--- config.mk ---
export PLATFORM = sky130hd
export DESIGN_NAME = uep_rx_ctrl
export DESIGN_NICKNAME = d
export VERILOG_FILES = /design/src/include/uep_pkg.sv /design/src/logic/uep_rx_ctrl.sv
export SDC_FILE = /design/constraint.sdc
export NUM_CORES = 1
export LEC_CHECK = 0
export ABC_AREA = 1
export BUFFER_PORTS_ARGS = -buffer_cell sky130_fd_sc_hd__buf_2
export CORE_MARGIN = 1
export CORE_UTILIZATION = 51
export CTS_CLUSTER_SIZE = 28
export DETAILED_ROUTE_END_ITERATION = 7
export HOLD_SLACK_MARGIN = 0.08
export PLACE_DENSITY_LB_ADDON = 0.12
export SYNTH_ARGS = -nofsm -noshare
export SYNTH_HDL_FRONTEND = slang
export SYNTH_SLANG_ARGS = --single-unit
--- constraint.sdc ---
create_clock -name aclk -period 2.9 [get_ports aclk]
set_input_delay 0.145 -clock aclk [delete_from_list [all_inputs] [get_ports aclk]]
set_output_delay 0.145 -clock aclk [all_outputs]
set_load 0.01 [all_outputs]
--- src/include/uep_pkg.sv ---
// ==========================================
// uart receive control package
package uep_pkg;

	// ==========================================
	// register byte addresses
	localparam logic [3:0] ADDR_ACS  = 4'h0;
	localparam logic [3:0] ADDR_RXD  = 4'h4;
	localparam logic [3:0] ADDR_IST  = 4'h8;
	localparam logic [3:0] ADDR_IMK  = 4'hC;

	// ==========================================
	// control and status bit positions
	localparam int BIT_ERR  = 7;
	localparam int BIT_SEM  = 6;
	localparam int BIT_REN  = 5;
	localparam int BIT_EVEN = 4;
	localparam int BIT_PEN  = 3;
	localparam int BIT_W8   = 2;
	localparam logic [7:0] ACS_RESET = 8'h00;

	// ==========================================
	// interrupt status bit positions
	localparam int IRQ_RX  = 0;
	localparam int IRQ_ERR = 1;
	localparam logic [1:0] IRQ_RESET = 2'h0;

	// ==========================================
	// oversampling counts, baud tick is 16x
	localparam logic [3:0] TICK_LAST = 4'hF;
	localparam logic [3:0] TICK_HALF = 4'h7;
	localparam logic [2:0] BITS_W8   = 3'h7;
	localparam logic [2:0] BITS_W7   = 3'h6;

	// ==========================================
	// bus responses
	localparam logic [1:0] RESP_OKAY   = 2'h0;
	localparam logic [1:0] RESP_SLVERR = 2'h2;

	// receiver states
	typedef enum logic [2:0] {
		UEP_IDLE,
		UEP_START,
		UEP_DATA,
		UEP_PAR,
		UEP_STOP
	} uep_state_t;

endpackage

--- src/logic/uep_rx_ctrl.sv ---
`timescale 1ns/1ps
// Behaviour
// - any receive error sets bit 7 flag
// - parity bit mismatch flags an error
// - low stop bit flags framing error
// - transfer over unread data flags overrun
// - flag clears only on writing one
// - bit 5 enables receiver, interrupt, pin
// - bit 4 set selects even parity
// - bit 4 clear selects odd parity
// - whole register resets to zero
// - each character transfer raises receive interrupt
module uep_rx_ctrl (
	// clock and reset
	input  wire logic        aclk,
	input  wire logic        aresetn,
	// axi4-lite write address
	input  wire logic        s_axi_awvalid,
	output logic             s_axi_awready,
	input  wire logic [31:0] s_axi_awaddr,
	// axi4-lite write data
	input  wire logic        s_axi_wvalid,
	output logic             s_axi_wready,
	input  wire logic [31:0] s_axi_wdata,
	input  wire logic [3:0]  s_axi_wstrb,
	// axi4-lite write response
	output logic             s_axi_bvalid,
	input  wire logic        s_axi_bready,
	output logic [1:0]       s_axi_bresp,
	// axi4-lite read address
	input  wire logic        s_axi_arvalid,
	output logic             s_axi_arready,
	input  wire logic [31:0] s_axi_araddr,
	// axi4-lite read data
	output logic             s_axi_rvalid,
	input  wire logic        s_axi_rready,
	output logic [31:0]      s_axi_rdata,
	output logic [1:0]       s_axi_rresp,
	// serial side
	input  wire logic        baud_tick16,
	input  wire logic        serial_receive_pin,
	output logic             receiver_pin_select,
	output logic             receive_interrupt_request,
	// interrupt
	output logic             irq
);
	import uep_pkg::*;

	// ==========================================
	// register state
	logic             rx_error_flag;
	logic             software_semaphore_bit;
	logic             receiver_enable_bit;
	logic             parity_sense_select;
	logic [3:0]       acs_low;
	logic [7:0]       rx_data;
	logic             unread;
	logic [1:0]       irq_status;
	logic [1:0]       irq_mask;

	// ==========================================
	// write channel state
	logic             aw_hold;
	logic             w_hold;
	logic [3:0]       wr_addr;
	logic [31:0]      wr_data;
	logic [3:0]       wr_strb;
	logic             do_wr;
	logic             wr_acs;
	logic             wr_ist;

	// ==========================================
	// receiver state
	uep_state_t       state;
	logic             rx_m;
	logic             rx_s;
	logic [3:0]       cnt;
	logic [2:0]       bitn;
	logic [7:0]       shift;
	logic             par_bit;
	logic             xfer;
	logic             err_evt;
	logic             stop_done;
	logic [7:0]       frame_data;
	logic             par_exp;
	logic             par_bad;
	logic             rd_rxd;

	// handshake outputs
	assign s_axi_awready = !aw_hold && !s_axi_bvalid;
	assign s_axi_wready  = !w_hold && !s_axi_bvalid;
	assign s_axi_arready = !s_axi_rvalid;
	assign s_axi_bresp   = RESP_OKAY;

	// write decode
	assign do_wr  = aw_hold && w_hold && !s_axi_bvalid;
	assign wr_acs = do_wr && wr_addr == ADDR_ACS && wr_strb[0];
	assign wr_ist = do_wr && wr_addr == ADDR_IST && wr_strb[0];
	assign rd_rxd = s_axi_arvalid && s_axi_arready
		&& s_axi_araddr[3:0] == ADDR_RXD;

	// pin function follows receiver enable
	assign receiver_pin_select = receiver_enable_bit;

	// ==========================================
	// write address and data capture
	always_ff @(posedge aclk) begin
		if (!aresetn) begin
			aw_hold <= 1'b0;
			w_hold  <= 1'b0;
			wr_addr <= 4'h0;
			wr_data <= 32'h0000_0000;
			wr_strb <= 4'h0;
		end else begin
			if (s_axi_awvalid && s_axi_awready) begin
				aw_hold <= 1'b1;
				wr_addr <= s_axi_awaddr[3:0];
			end else if (do_wr) begin
				aw_hold <= 1'b0;
			end
			if (s_axi_wvalid && s_axi_wready) begin
				w_hold  <= 1'b1;
				wr_data <= s_axi_wdata;
				wr_strb <= s_axi_wstrb;
			end else if (do_wr) begin
				w_hold <= 1'b0;
			end
		end
	end

	// write response
	always_ff @(posedge aclk) begin
		if (!aresetn) begin
			s_axi_bvalid <= 1'b0;
		end else if (do_wr) begin
			s_axi_bvalid <= 1'b1;
		end else if (s_axi_bready) begin
			s_axi_bvalid <= 1'b0;
		end
	end

	// ==========================================
	// read channel, registered data
	always_ff @(posedge aclk) begin
		if (!aresetn) begin
			s_axi_rvalid <= 1'b0;
			s_axi_rdata  <= 32'h0000_0000;
			s_axi_rresp  <= RESP_OKAY;
		end else if (s_axi_arvalid && s_axi_arready) begin
			s_axi_rvalid <= 1'b1;
			s_axi_rresp  <= RESP_OKAY;
			case (s_axi_araddr[3:0])
				ADDR_ACS: s_axi_rdata <= {24'h00_0000, rx_error_flag,
					software_semaphore_bit, receiver_enable_bit,
					parity_sense_select, acs_low};
				ADDR_RXD: s_axi_rdata <= {24'h00_0000, rx_data};
				ADDR_IST: s_axi_rdata <= {30'h0000_0000, irq_status};
				ADDR_IMK: s_axi_rdata <= {30'h0000_0000, irq_mask};
				default: begin
					s_axi_rdata <= 32'h0000_0000;
					s_axi_rresp <= RESP_SLVERR;
				end
			endcase
		end else if (s_axi_rready) begin
			s_axi_rvalid <= 1'b0;
		end
	end

	// ==========================================
	// control bits, all zero at reset
	always_ff @(posedge aclk) begin
		if (!aresetn) begin
			software_semaphore_bit <= ACS_RESET[BIT_SEM];
			receiver_enable_bit    <= ACS_RESET[BIT_REN];
			parity_sense_select    <= ACS_RESET[BIT_EVEN];
			acs_low                <= ACS_RESET[3:0];
		end else if (wr_acs) begin
			software_semaphore_bit <= wr_data[BIT_SEM];
			receiver_enable_bit    <= wr_data[BIT_REN];
			parity_sense_select    <= wr_data[BIT_EVEN];
			acs_low                <= wr_data[3:0];
		end
	end

	// error flag, set wins over write-one clear
	always_ff @(posedge aclk) begin
		if (!aresetn) begin
			rx_error_flag <= ACS_RESET[BIT_ERR];
		end else if (err_evt) begin
			rx_error_flag <= 1'b1;
		end else if (wr_acs && wr_data[BIT_ERR]) begin
			rx_error_flag <= 1'b0;
		end
	end

	// interrupt mask register
	always_ff @(posedge aclk) begin
		if (!aresetn) begin
			irq_mask <= IRQ_RESET;
		end else if (do_wr && wr_addr == ADDR_IMK && wr_strb[0]) begin
			irq_mask <= wr_data[1:0];
		end
	end

	// ==========================================
	// sticky interrupt status, set wins
	genvar gi;
	generate
		for (gi = 0; gi < 2; gi++) begin : g_ist
			logic ev;
			assign ev = (gi == IRQ_RX) ? xfer : err_evt;
			always_ff @(posedge aclk) begin
				if (!aresetn) begin
					irq_status[gi] <= 1'b0;
				end else if (ev) begin
					irq_status[gi] <= 1'b1;
				end else if (wr_ist && wr_data[gi]) begin
					irq_status[gi] <= 1'b0;
				end
			end
		end
	endgenerate

	// level interrupt from unmasked status
	assign irq = |(irq_status & irq_mask);

	// receive interrupt pulse per transfer
	assign receive_interrupt_request = xfer;

	// ==========================================
	// receive pin synchroniser
	always_ff @(posedge aclk) begin
		if (!aresetn) begin
			rx_m <= 1'b1;
			rx_s <= 1'b1;
		end else begin
			rx_m <= serial_receive_pin;
			rx_s <= rx_m;
		end
	end

	// frame data and parity check
	assign frame_data = acs_low[BIT_W8] ? shift : {1'b0, shift[7:1]};
	assign par_exp = (^frame_data) ^ ~parity_sense_select;
	assign par_bad = acs_low[BIT_PEN] && (par_bit != par_exp);
	assign stop_done = state == UEP_STOP && baud_tick16
		&& cnt == TICK_LAST;

	// ==========================================
	// receiver state machine
	always_ff @(posedge aclk) begin
		if (!aresetn) begin
			state   <= UEP_IDLE;
			cnt     <= 4'h0;
			bitn    <= 3'h0;
			shift   <= 8'h00;
			par_bit <= 1'b0;
			rx_data <= 8'h00;
			xfer    <= 1'b0;
			err_evt <= 1'b0;
		end else begin
			xfer    <= 1'b0;
			err_evt <= 1'b0;
			if (!receiver_enable_bit) begin
				state <= UEP_IDLE;
			end else begin
				case (state)
					UEP_IDLE: begin
						cnt <= 4'h0;
						if (!rx_s) begin
							state <= UEP_START;
						end
					end
					UEP_START: begin
						if (baud_tick16) begin
							cnt <= cnt + 4'h1;
							if (cnt == TICK_HALF) begin
								cnt  <= 4'h0;
								bitn <= 3'h0;
								state <= rx_s ? UEP_IDLE : UEP_DATA;
							end
						end
					end
					UEP_DATA: begin
						if (baud_tick16) begin
							cnt <= cnt + 4'h1;
							if (cnt == TICK_LAST) begin
								shift <= {rx_s, shift[7:1]};
								bitn  <= bitn + 3'h1;
								if (bitn == (acs_low[BIT_W8] ? BITS_W8 : BITS_W7)) begin
									state <= acs_low[BIT_PEN] ? UEP_PAR : UEP_STOP;
								end
							end
						end
					end
					UEP_PAR: begin
						if (baud_tick16) begin
							cnt <= cnt + 4'h1;
							if (cnt == TICK_LAST) begin
								par_bit <= rx_s;
								state   <= UEP_STOP;
							end
						end
					end
					UEP_STOP: begin
						if (baud_tick16) begin
							cnt <= cnt + 4'h1;
						end
						if (stop_done) begin
							rx_data <= frame_data;
							xfer    <= 1'b1;
							// frame, parity and overrun faults
							err_evt <= !rx_s || par_bad || unread;
							state   <= UEP_IDLE;
						end
					end
					default: state <= UEP_IDLE;
				endcase
			end
		end
	end

	// unread marker, new data wins over read
	always_ff @(posedge aclk) begin
		if (!aresetn) begin
			unread <= 1'b0;
		end else if (xfer) begin
			unread <= 1'b1;
		end else if (rd_rxd) begin
			unread <= 1'b0;
		end
	end

	// ==========================================
	// assertions
	property p_err_set;
		@(posedge aclk) disable iff (!aresetn)
		err_evt |=> rx_error_flag;
	endproperty
	a_err_set: assert property (p_err_set) else $error("error flag not set");

	property p_frame;
		@(posedge aclk) disable iff (!aresetn)
		(stop_done && receiver_enable_bit && !rx_s) |=> err_evt ##1 rx_error_flag;
	endproperty
	a_frame: assert property (p_frame) else $error("framing fault missed");

	property p_parity;
		@(posedge aclk) disable iff (!aresetn)
		(stop_done && receiver_enable_bit && acs_low[BIT_PEN] && par_bit != par_exp) |=> err_evt;
	endproperty
	a_parity: assert property (p_parity) else $error("parity fault missed");

	property p_overrun;
		@(posedge aclk) disable iff (!aresetn)
		(stop_done && receiver_enable_bit && unread) |=> err_evt;
	endproperty
	a_overrun: assert property (p_overrun) else $error("overrun missed");

	property p_even;
		@(posedge aclk) disable iff (!aresetn)
		(stop_done && receiver_enable_bit && acs_low[BIT_PEN] && parity_sense_select
			&& (^{frame_data, par_bit})) |=> err_evt;
	endproperty
	a_even: assert property (p_even) else $error("even parity odd count accepted");

	property p_odd;
		@(posedge aclk) disable iff (!aresetn)
		(stop_done && receiver_enable_bit && acs_low[BIT_PEN] && !parity_sense_select
			&& !(^{frame_data, par_bit})) |=> err_evt;
	endproperty
	a_odd: assert property (p_odd) else $error("odd parity even count accepted");

	property p_w0_keep;
		@(posedge aclk) disable iff (!aresetn)
		(rx_error_flag && !(wr_acs && wr_data[BIT_ERR])) |=> rx_error_flag;
	endproperty
	a_w0_keep: assert property (p_w0_keep) else $error("error flag lost");

	property p_w1_clr;
		@(posedge aclk) disable iff (!aresetn)
		(wr_acs && wr_data[BIT_ERR] && !err_evt) |=> !rx_error_flag;
	endproperty
	a_w1_clr: assert property (p_w1_clr) else $error("error flag not cleared");

	property p_disable;
		@(posedge aclk) disable iff (!aresetn)
		!receiver_enable_bit |=> state == UEP_IDLE && !xfer && !receive_interrupt_request;
	endproperty
	a_disable: assert property (p_disable) else $error("receiver active while disabled");

	property p_sem;
		@(posedge aclk) disable iff (!aresetn)
		!$stable(software_semaphore_bit) |-> $past(wr_acs);
	endproperty
	a_sem: assert property (p_sem) else $error("semaphore changed without write");

	property p_reset;
		@(posedge aclk)
		!aresetn |=> !rx_error_flag && !software_semaphore_bit && !receiver_enable_bit
			&& !parity_sense_select && acs_low == 4'h0;
	endproperty
	a_reset: assert property (p_reset) else $error("register not zero after reset");

	property p_rxint;
		@(posedge aclk) disable iff (!aresetn)
		(stop_done && receiver_enable_bit) |=> receive_interrupt_request ##1 irq_status[IRQ_RX];
	endproperty
	a_rxint: assert property (p_rxint) else $error("receive interrupt missing");

endmodule // uep_rx_ctrl

# ---- Yosys cells after proc, flatten, opt, wreduce, memory -nomap -nowiden
# Index checks and enable logic that the tools add are counted.
dict set report op_classes {
  add_sub_neg 2
  n_eq_ne 23
  bitwise 3
  n_mux 41
  reduce_logical 53
}
# operator count
set op_table {}
lappend op_table {{$mux 3} 14}
lappend op_table {{$pmux 8 s4} 1}
lappend op_table {{$eq 4x4->1 const B} 5}
lappend op_table {{$logic_and 1x1->1} 20}
lappend op_table {{$ne 2x2->1 const B} 9}
lappend op_table {{$reduce_bool 2->1} 9}
lappend op_table {{$mux 1} 17}
lappend op_table {{$reduce_and 4->1} 4}
lappend op_table {{$pmux 3 s5} 1}
lappend op_table {{$mux 4} 3}
lappend op_table {{$pmux 4 s3} 1}
lappend op_table {{$reduce_and 9->1} 1}
lappend op_table {{$eq 4x3->1 const B} 2}
lappend op_table {{$logic_not 4->1} 2}
lappend op_table {{$mux 8} 1}
lappend op_table {{$reduce_xor 8->1} 1}
lappend op_table {{$eq 3x2->1 const B} 2}
lappend op_table {{$pmux 3 s2} 1}
lappend op_table {{$reduce_and 3->1} 2}
lappend op_table {{$reduce_and 6->1} 1}
lappend op_table {{$logic_not 1->1} 5}
lappend op_table {{$add 4x1->4 const B} 1}
lappend op_table {{$mux 2} 2}
lappend op_table {{$reduce_or 4->1} 1}
lappend op_table {{other kinds (15)} 16}
dict set report word_totals {
  output_inout_bits 44
  inputBits 109
  word_cells 150
  reg_bits 95
}

# ---- Logic depth before layout (Yosys ltp)
# Gate-level depths: netlist of the first run.
dict set report depth {
  depth_word 7
  mapped_depth 14
  ltp_nobuf 13
}

# ---- Worst setup path before layout of the first run
# OpenSTA, ideal clock, no wires.
dict set report synth_path {
  path_type {flip-flop to flip-flop}
  start {register cnt[0]}
  end {register rx_data[3]}
  arrival_ns 1.362
  stages_incl_launch_ff 10
  path_buffers 1
  synth_period_minus_slack_ns 1.482
  setup_time_ns 0.120
  t_required_ns 2.780
  path_slack_ns 1.418
  path_cell_list {dfxtp_1 -> ha_1 -> nand2_1 -> inv_2 -> nand2_1 -> nor2_2 -> nand4_2 -> buf_2 -> o21ai_1 -> a21oi_1}
}
dict set report synth_between {
  elab_chain_cells 3
}
# item line_no
set synth_rtl {}
lappend synth_rtl {{start: declaration} uep_rx_ctrl.sv:77} ;# logic [3:0] cnt;
lappend synth_rtl {{start signal: assignment} uep_rx_ctrl.sv:276} ;# cnt <= cnt + 4'h1;
lappend synth_rtl {{start signal: assignment} uep_rx_ctrl.sv:286} ;# cnt <= cnt + 4'h1;
lappend synth_rtl {{start signal: assignment} uep_rx_ctrl.sv:298} ;# cnt <= cnt + 4'h1;
lappend synth_rtl {{$eq 4x4->1} uep_rx_ctrl.sv:247} ;# && cnt == TICK_LAST;
lappend synth_rtl {{$logic_and 1x1->1} uep_rx_ctrl.sv:247}
lappend synth_rtl {{$reduce_and 3->1 (no source line)} n/a}
lappend synth_rtl {{end signal: assignment} uep_rx_ctrl.sv:310} ;# rx_data <= frame_data;
lappend synth_rtl {{end: declaration} uep_rx_ctrl.sv:56} ;# logic [7:0] rx_data;
# Every way passes these cells.
# A chain may end at the register's enable or synchronous reset.

# ---- Worst setup path after layout of the first run
dict set report layout_path {
  start {register cnt[0]}
  end {register rx_data[5]}
}
# The elaborated chain is that of the path after synthesis.

==> results of run 1 <==
## registers in the layout, indices dropped and copies added, names as in the netlist, 2 cells and up
name and cells:
state 3, s_axi_rdata 8, bitn 3, acs_low 4
cnt 4, irq_status 2, wr_addr 4, irq_mask 2
shift 8, wr_data 8, rx_data 8
## routing by layer
metal  share of wire, %  vias to the layer above  GRT usage [%]
li1                   -                     1613              -
met1                 51                     1344           28.6
met2                 44                       71           33.9
met3                4.1                       10           5.07
met4                1.7                        0           8.94
met5                  0                        -              0
## area by class of cell
type                            count  area share [%]
Multi-Input combinational cell    325            39.9
Inverter                           67            6.46
Sequential cell                    70            36.0
Timing Repair Buffer               63            10.6
Clock buffer                       11            3.63
Tap cell                           77            2.48
Clock inverter                      5           0.900
## kinds of logic (layout without fill, tap and decap cells)
| group | after synthesis | count (layout) | share of synthesized area (%) |
|---|---|---|---|
| simple gates | 160 | 160 | 20.5 |
| compound gates | 133 | 133 | 20.9 |
| buf+inv | 108 | 146 | 15.5 |
| flops | 70 | 70 | 41.5 |
| xor+xnor | 3 | 3 | 0.777 |
| fa+ha+maj | 2 | 2 | 0.740 |
| other cells | 1 | 27 | 0.111 |
## cell usage in the layout, fill, tap and decap left out, drive strengths merged
cell,Yosys,final
a211oi,4,4
a21oi,57,57
a31oi,1,1
buf,32,45
clkbuf,9,11
clkinv,0,4
clkinvlp,0,1
conb,1,27
dfxtp,70,70
dlygate4sd3,0,18
ha,2,2
inv,67,67
nand2,92,92
nand3,20,20
nand3b,2,2
nand4,3,3
nor2,37,37
nor3,3,3
nor3b,1,1
o21a,1,1
o21ai,59,59
o22ai,11,11
or2,2,2
xor2,3,3
## report_power, final
part,switching (mW),total (mW),internal [mW]
Clock,0.373,0.707,0.334
Combinational,0.0990,0.161,0.0619
Sequential,0.0131,0.999,0.986
## stage by stage
stage	cells	cell area [um^2]	total power, mW
finish	618	3890	1.87
global route	618	3890	1.96
CTS	618	3890	1.88
detailed placement	584	3530	1.16
global placement	584	3530	1.16
floorplan	503	3480	1.14
## critical path, cell delays in order (launching register included)
cell	delay, ps
sky130_fd_sc_hd__dfxtp_1	390
sky130_fd_sc_hd__ha_1	190
sky130_fd_sc_hd__nand2_1	70
sky130_fd_sc_hd__inv_2	60
sky130_fd_sc_hd__nand2_1	100
sky130_fd_sc_hd__nor2_2	180
sky130_fd_sc_hd__nand4_2	380
sky130_fd_sc_hd__o21ai_0	330
sky130_fd_sc_hd__a21oi_1	70
## worst min path at each step
stage / startpoint / end / slack (ps) / cells after the start
after floorplan: serial_receive_pin / rx_m / 250 / 1
after global placement: serial_receive_pin / rx_m / 340 / 2
after detailed placement: serial_receive_pin / rx_m / 340 / 2
after CTS: s_axi_wdata[7] / wr_data[7] / 80 / 3
after global routing: s_axi_rready / s_axi_rvalid / 100 / 3
final: s_axi_wdata[7] / wr_data[7] / 90 / 3
## what timing repair did
action	in CTS	in global routing
endpoints found under the setup margin	0	0
endpoints found under the hold margin	15	0
hold buffers	18	0
==> metrics, run 1 <==
classification of the worst setup path=flip-flop to flip-flop; largest fanout on the critical path=17; final total negative setup slack=0 ps; antenna violations before repair=0; HPWL reported at the end of detailed placement=4.88 mm; classification of the worst-slack hold path=input port to flip-flop; full die area=6960 um^2; share of final-layout standard cells stronger than drive strength 1=15.7%; leading area contributor after synthesis=sky130_fd_sc_hd__dfxtp_1; transition time of the tightest slew-check pin=609 ps; number of gates resized after CTS=0; top post-synthesis cells by count=sky130_fd_sc_hd__nand2_1 (89), sky130_fd_sc_hd__dfxtp_1 (70), sky130_fd_sc_hd__inv_1 (58), sky130_fd_sc_hd__a21oi_1 (56), sky130_fd_sc_hd__o21ai_0 (46); overall via count from detail_route=3038; dominant synthesized flop cell=sky130_fd_sc_hd__dfxtp_1; Antenna Diode Count=0; number of top-level design ports=around 150; number of nets with antenna violations after detailed routing=0; end-of-flow core utilization=60.9%; Num CTS Buffers=9; maximum clock skew at final layout=10.7 ps; worst endpoint data arrival time=2120 ps; worst hold slack across all endpoints=about 90 ps; run status=finished clean; Starting Density=52.9%; startpoint of the worst-slack reg-to-reg timing path=cnt[0]; number of clock sinks seen by CTS=70; power density relative to cell area=~480 nW/um^2; GRT overflow=0; synthesized area per cell=~7.1 um^2; #FFs+latches synth=70; EDFF count, synth=0; area taken by flip-flops and latches=roughly 1400 um^2; maximum number of pins on one net before global-route repair=26; portion of the post-synthesis area used by sequential elements=between 40% and 50%; max-cap check violation count=0; number of input and output port buffers inserted=42; Starting DRT DRC Count=between 150 and 200; achievable frequency=526 MHz; final layout net count=647; RSZ-0062 raised after global routing=false; CTS tree=built; global router's overall resource usage=21.6%; endpoint of the most critical setup path=rx_data[5]; 1st-pass router iterations=4; Final Hold Violating Endpoints=0; final worst path period need=~1900 ps; crit share post-route=65.6%; Startpoint Class=flip-flop; most instantiated library cell after synthesis=sky130_fd_sc_hd__nand2_1; Pins Over Slew Limit=0; Distinct cells, synth=32; Post-Syn Instances=477; length in cells of the worst reg-to-reg path=8; largest buffer count on any clock path=2; DRC violations left=0; post-CTS setup buffer count=0; warning count from the yosys run=0; Root Buffer=sky130_fd_sc_hd__clkbuf_8; highest ir drop seen on vdd=roughly 0.27 mV; chip height=around 83 um; via count of the first global-routing pass=around 2600; detail-routed via count per cell=4.92; horizontal die dimension=83.4 um; worst slack at placement=just over 1000 ps; area taken by multi-input logic gates=~1600 um^2; standby leakage power=between 1.5 and 2 nW; area share of the largest cell type after synthesis=41.5%; Post-synth ARST share=0%; Critical Path End Type=flip-flop; endpoint of the lowest-slack register-to-register path=rx_data[5]; cell row count=29; worst-case setup margin in the final layout=~1000 ps; standard cell core area=6390 um^2; Routed WL per cell=11.6 um; count of final setup violators=0; relative max-transition margin=just under 60%; clock network latency to the later pin of the worst-skew pair=350 ps; FILL cells=approximately 590; Worst Path Required=3120 ps; CTS H-Tree Depth=3; final RePlAce weighted congestion=between 0.7 and 0.8; worst setup path startpoint=cnt[0]; post-synthesis instance area=3380 um^2; area overhead of the layout relative to synthesis=15.1%; cell types occupying the most area after synthesis=sky130_fd_sc_hd__dfxtp_1 (41%), sky130_fd_sc_hd__nand2_1 (9.9%), sky130_fd_sc_hd__a21oi_1 (8.3%); total detailed-routing wirelength=7.16 mm; register-to-register path setup slack=about 1000 ps; Clock transition at path regs=70 ps; wire length of the first global-routing pass=about 12 mm
Note: power is estimated with default switching activity, not from simulation.
==> run 2: changes to the inputs <==
--- a/config.mk
+++ b/config.mk
@@ -8,7 +8,7 @@
 export ABC_AREA = 1
 export BUFFER_PORTS_ARGS = -buffer_cell sky130_fd_sc_hd__buf_2
 export CORE_MARGIN = 1
-export CORE_UTILIZATION = 51
+export CORE_UTILIZATION = 43
 export CTS_CLUSTER_SIZE = 28
 export DETAILED_ROUTE_END_ITERATION = 7
 export HOLD_SLACK_MARGIN = 0.08
==> constraint.sdc (replaced) <==
create_clock -name aclk -period 1.7 [get_ports aclk]
set_input_delay 0.085 -clock aclk [delete_from_list [all_inputs] [get_ports aclk]]
set_output_delay 0.085 -clock aclk [all_outputs]
set_load 0.01 [all_outputs]
==> metrics, run 2 (synthesis results as in run 1) <==
Final Hold Violating Endpoints=0 (unchanged); overall via count from detail_route=3107 (was 3038); instance area at placement=3600 um^2 (was 3530 um^2); chip height=90.7 um (was 83.4 um); Antenna Diode Count=0 (unchanged); achievable frequency=632 MHz (was 526 MHz); switching share of power=25.0% (was 26.0%); Worst Path Required=1970 ps (was 3120 ps); maximum clock skew at final layout=7.15 ps (was 10.7 ps); run status=finished clean (unchanged); 1st-pass router iterations=5 (was 4); commonest cells after routing, fill and taps aside=sky130_fd_sc_hd__nand2_1 (88), sky130_fd_sc_hd__dfxtp_1 (68), sky130_fd_sc_hd__inv_1 (58) (was sky130_fd_sc_hd__nand2_1 (89), sky130_fd_sc_hd__dfxtp_1 (70), sky130_fd_sc_hd__inv_1 (58)); largest fanout on the critical path=6 (was 17); CTS tree=built (unchanged); net switching power of the design=0.873 mW (was 0.485 mW); Clock Power Share=43.2% (was 37.9%); power density relative to cell area=848 nW/um^2 (was 480 nW/um^2); number of top-level design ports=153 (unchanged); clock network latency to the later pin of the worst-skew pair=350 ps (about the same); via count of the first global-routing pass=2714 (was 2641); cell row count=31 (was 29); post-route standard cell area excluding fillers=4120 um^2 (was 3890 um^2); relative max-transition margin=56.7% (was 59.3%); highest ir drop seen on vdd=0.482 mV (was 0.274 mV); count of final setup violators=0 (unchanged); number of clock sinks seen by CTS=70 (unchanged); Internal=2.62 mW (was 1.38 mW); final worst path period need=1580 ps (was 1900 ps); GRT overflow=0 (unchanged); classification of the worst setup path=flip-flop to flip-flop (unchanged); Root Buffer=sky130_fd_sc_hd__clkbuf_8 (unchanged); worst endpoint data arrival time=1860 ps (was 2120 ps); final layout net count=658 (was 647); cell total after placement=610 (was 584); area overhead of the layout relative to synthesis=21.8% (was 15.1%); Starting Density=45.6% (was 52.9%); crit share post-route=93.1% (was 65.6%); DRC violations left=0 (unchanged); most frequent standard cell in the layout excluding fill and tap cells=sky130_fd_sc_hd__nand2_1 (unchanged); antenna violations before repair=0 (unchanged); worst slack at placement=-60.1 ps (was 1040 ps); number of input and output port buffers inserted=42 (unchanged); max-cap check violation count=0 (unchanged); Startpoint Class=flip-flop (unchanged); detail-routed via count per cell=4.77 (was 4.92); global router's overall resource usage=18.8% (was 21.6%); largest buffer count on any clock path=2 (unchanged); Critical Path End Type=flip-flop (unchanged); Total Power Consumption=3.49 mW (was 1.87 mW); non-filler instance count after layout=651 (was 618); Num CTS Buffers=9 (unchanged); standard cell core area=7410 um^2 (was 6390 um^2); Routed WL per cell=11.4 um (was 11.6 um); Pins Over Slew Limit=0 (unchanged); total detailed-routing wirelength=7.42 mm (was 7.16 mm); transition time of the tightest slew-check pin=649 ps (was 609 ps); number of nets with antenna violations after detailed routing=0 (unchanged); CTS H-Tree Depth=3 (unchanged); final RePlAce weighted congestion=0.750 (was 0.772); maximum number of pins on one net before global-route repair=44 (was 26); worst-case setup margin in the final layout=118 ps (was 999 ps); standby leakage power=1.77 nW (was 1.68 nW); classification of the worst-slack hold path=input port to flip-flop (unchanged); horizontal die dimension=90.7 um (was 83.4 um); final total negative setup slack=0 ps (unchanged); power share of the combinational group=8.0% (was 8.6%); wire length of the first global-routing pass=12.4 mm (was 12.0 mm); Clock transition at path regs=80 ps (was 70 ps); share of final-layout standard cells stronger than drive strength 1=18.8% (was 15.7%); sequential share of power=48.8% (was 53.5%); HPWL reported at the end of detailed placement=4.96 mm (was 4.88 mm); Starting DRT DRC Count=145 (was 160); full die area=8220 um^2 (was 6960 um^2)
run 2: cell type report:
type / count / area [um^2]
tap: 99 / 124
inverter: 67 / 251
sequential: 70 / 1400
timing repair buffer: 73 / 507
fill: 726 / 3290
clock inverter: 7 / 96.3
clock buffer: 9 / 124
multi-input combinational: 326 / 1610
run 2: path summary, 6_finish.rpt:
path	start	end	cells past startpoint	slack (ps)
worst min-delay path	baud_tick16	receive_interrupt_request	5	210
worst max register to register	cnt[1]	rx_data[7]	8	120
worst max-delay path	cnt[1]	rx_data[7]	8	120
worst min register to register	rx_m	rx_s	1	430
run 2: what timing repair did:
item / 4_1_cts / 5_1_grt
gates cloned: 0 / 1
hold buffers: 19 / 0
resized for setup: 4 / 19
hold endpoints to repair: 19 / 0
endpoints found under the setup margin: 6 / 26
setup buffers: 0 / 5
pin swaps: 0 / 2
run 2: power by group through the flow:
| stage | clock network [mW] | registers [mW] | logic (mW) |
|---|---|---|---|
| after detailed placement | 0 | 1.74 | 0.242 |
| after global routing | 1.63 | 1.71 | 0.322 |
| final | 1.51 | 1.70 | 0.280 |
| after floorplan | 0 | 1.74 | 0.209 |
| after global placement | 0 | 1.74 | 0.239 |
| after CTS | 1.54 | 1.70 | 0.277 |
run 2: metrics by stage:
stage               utilization, %  hold slack (ps)
global placement              48.7              276
global route                  55.6              247
floorplan                        -              192
finish                        55.6              212
detailed placement            48.7              281
CTS                           54.3              212
run 2: critical path, cell delays in order (launching register included):
cell and delay, ps:
sky130_fd_sc_hd__dfxtp_2 350, sky130_fd_sc_hd__ha_1 170, sky130_fd_sc_hd__nand2_1 70, sky130_fd_sc_hd__inv_2 70, sky130_fd_sc_hd__nand2_2 90, sky130_fd_sc_hd__nor2_4 220, sky130_fd_sc_hd__nand4_4 160, sky130_fd_sc_hd__buf_4 210
sky130_fd_sc_hd__a211oi_2 160
run 2: layer usage:
metal | up-vias | wire length, um | GRT usage [%]
met2 | 83 | 3170 | 28.9
li1 | 1641 | - | -
met1 | 1369 | 3790 | 25.2
met5 | - | 0 | 0
met4 | 0 | 145 | 8.20
met3 | 14 | 310 | 4.21
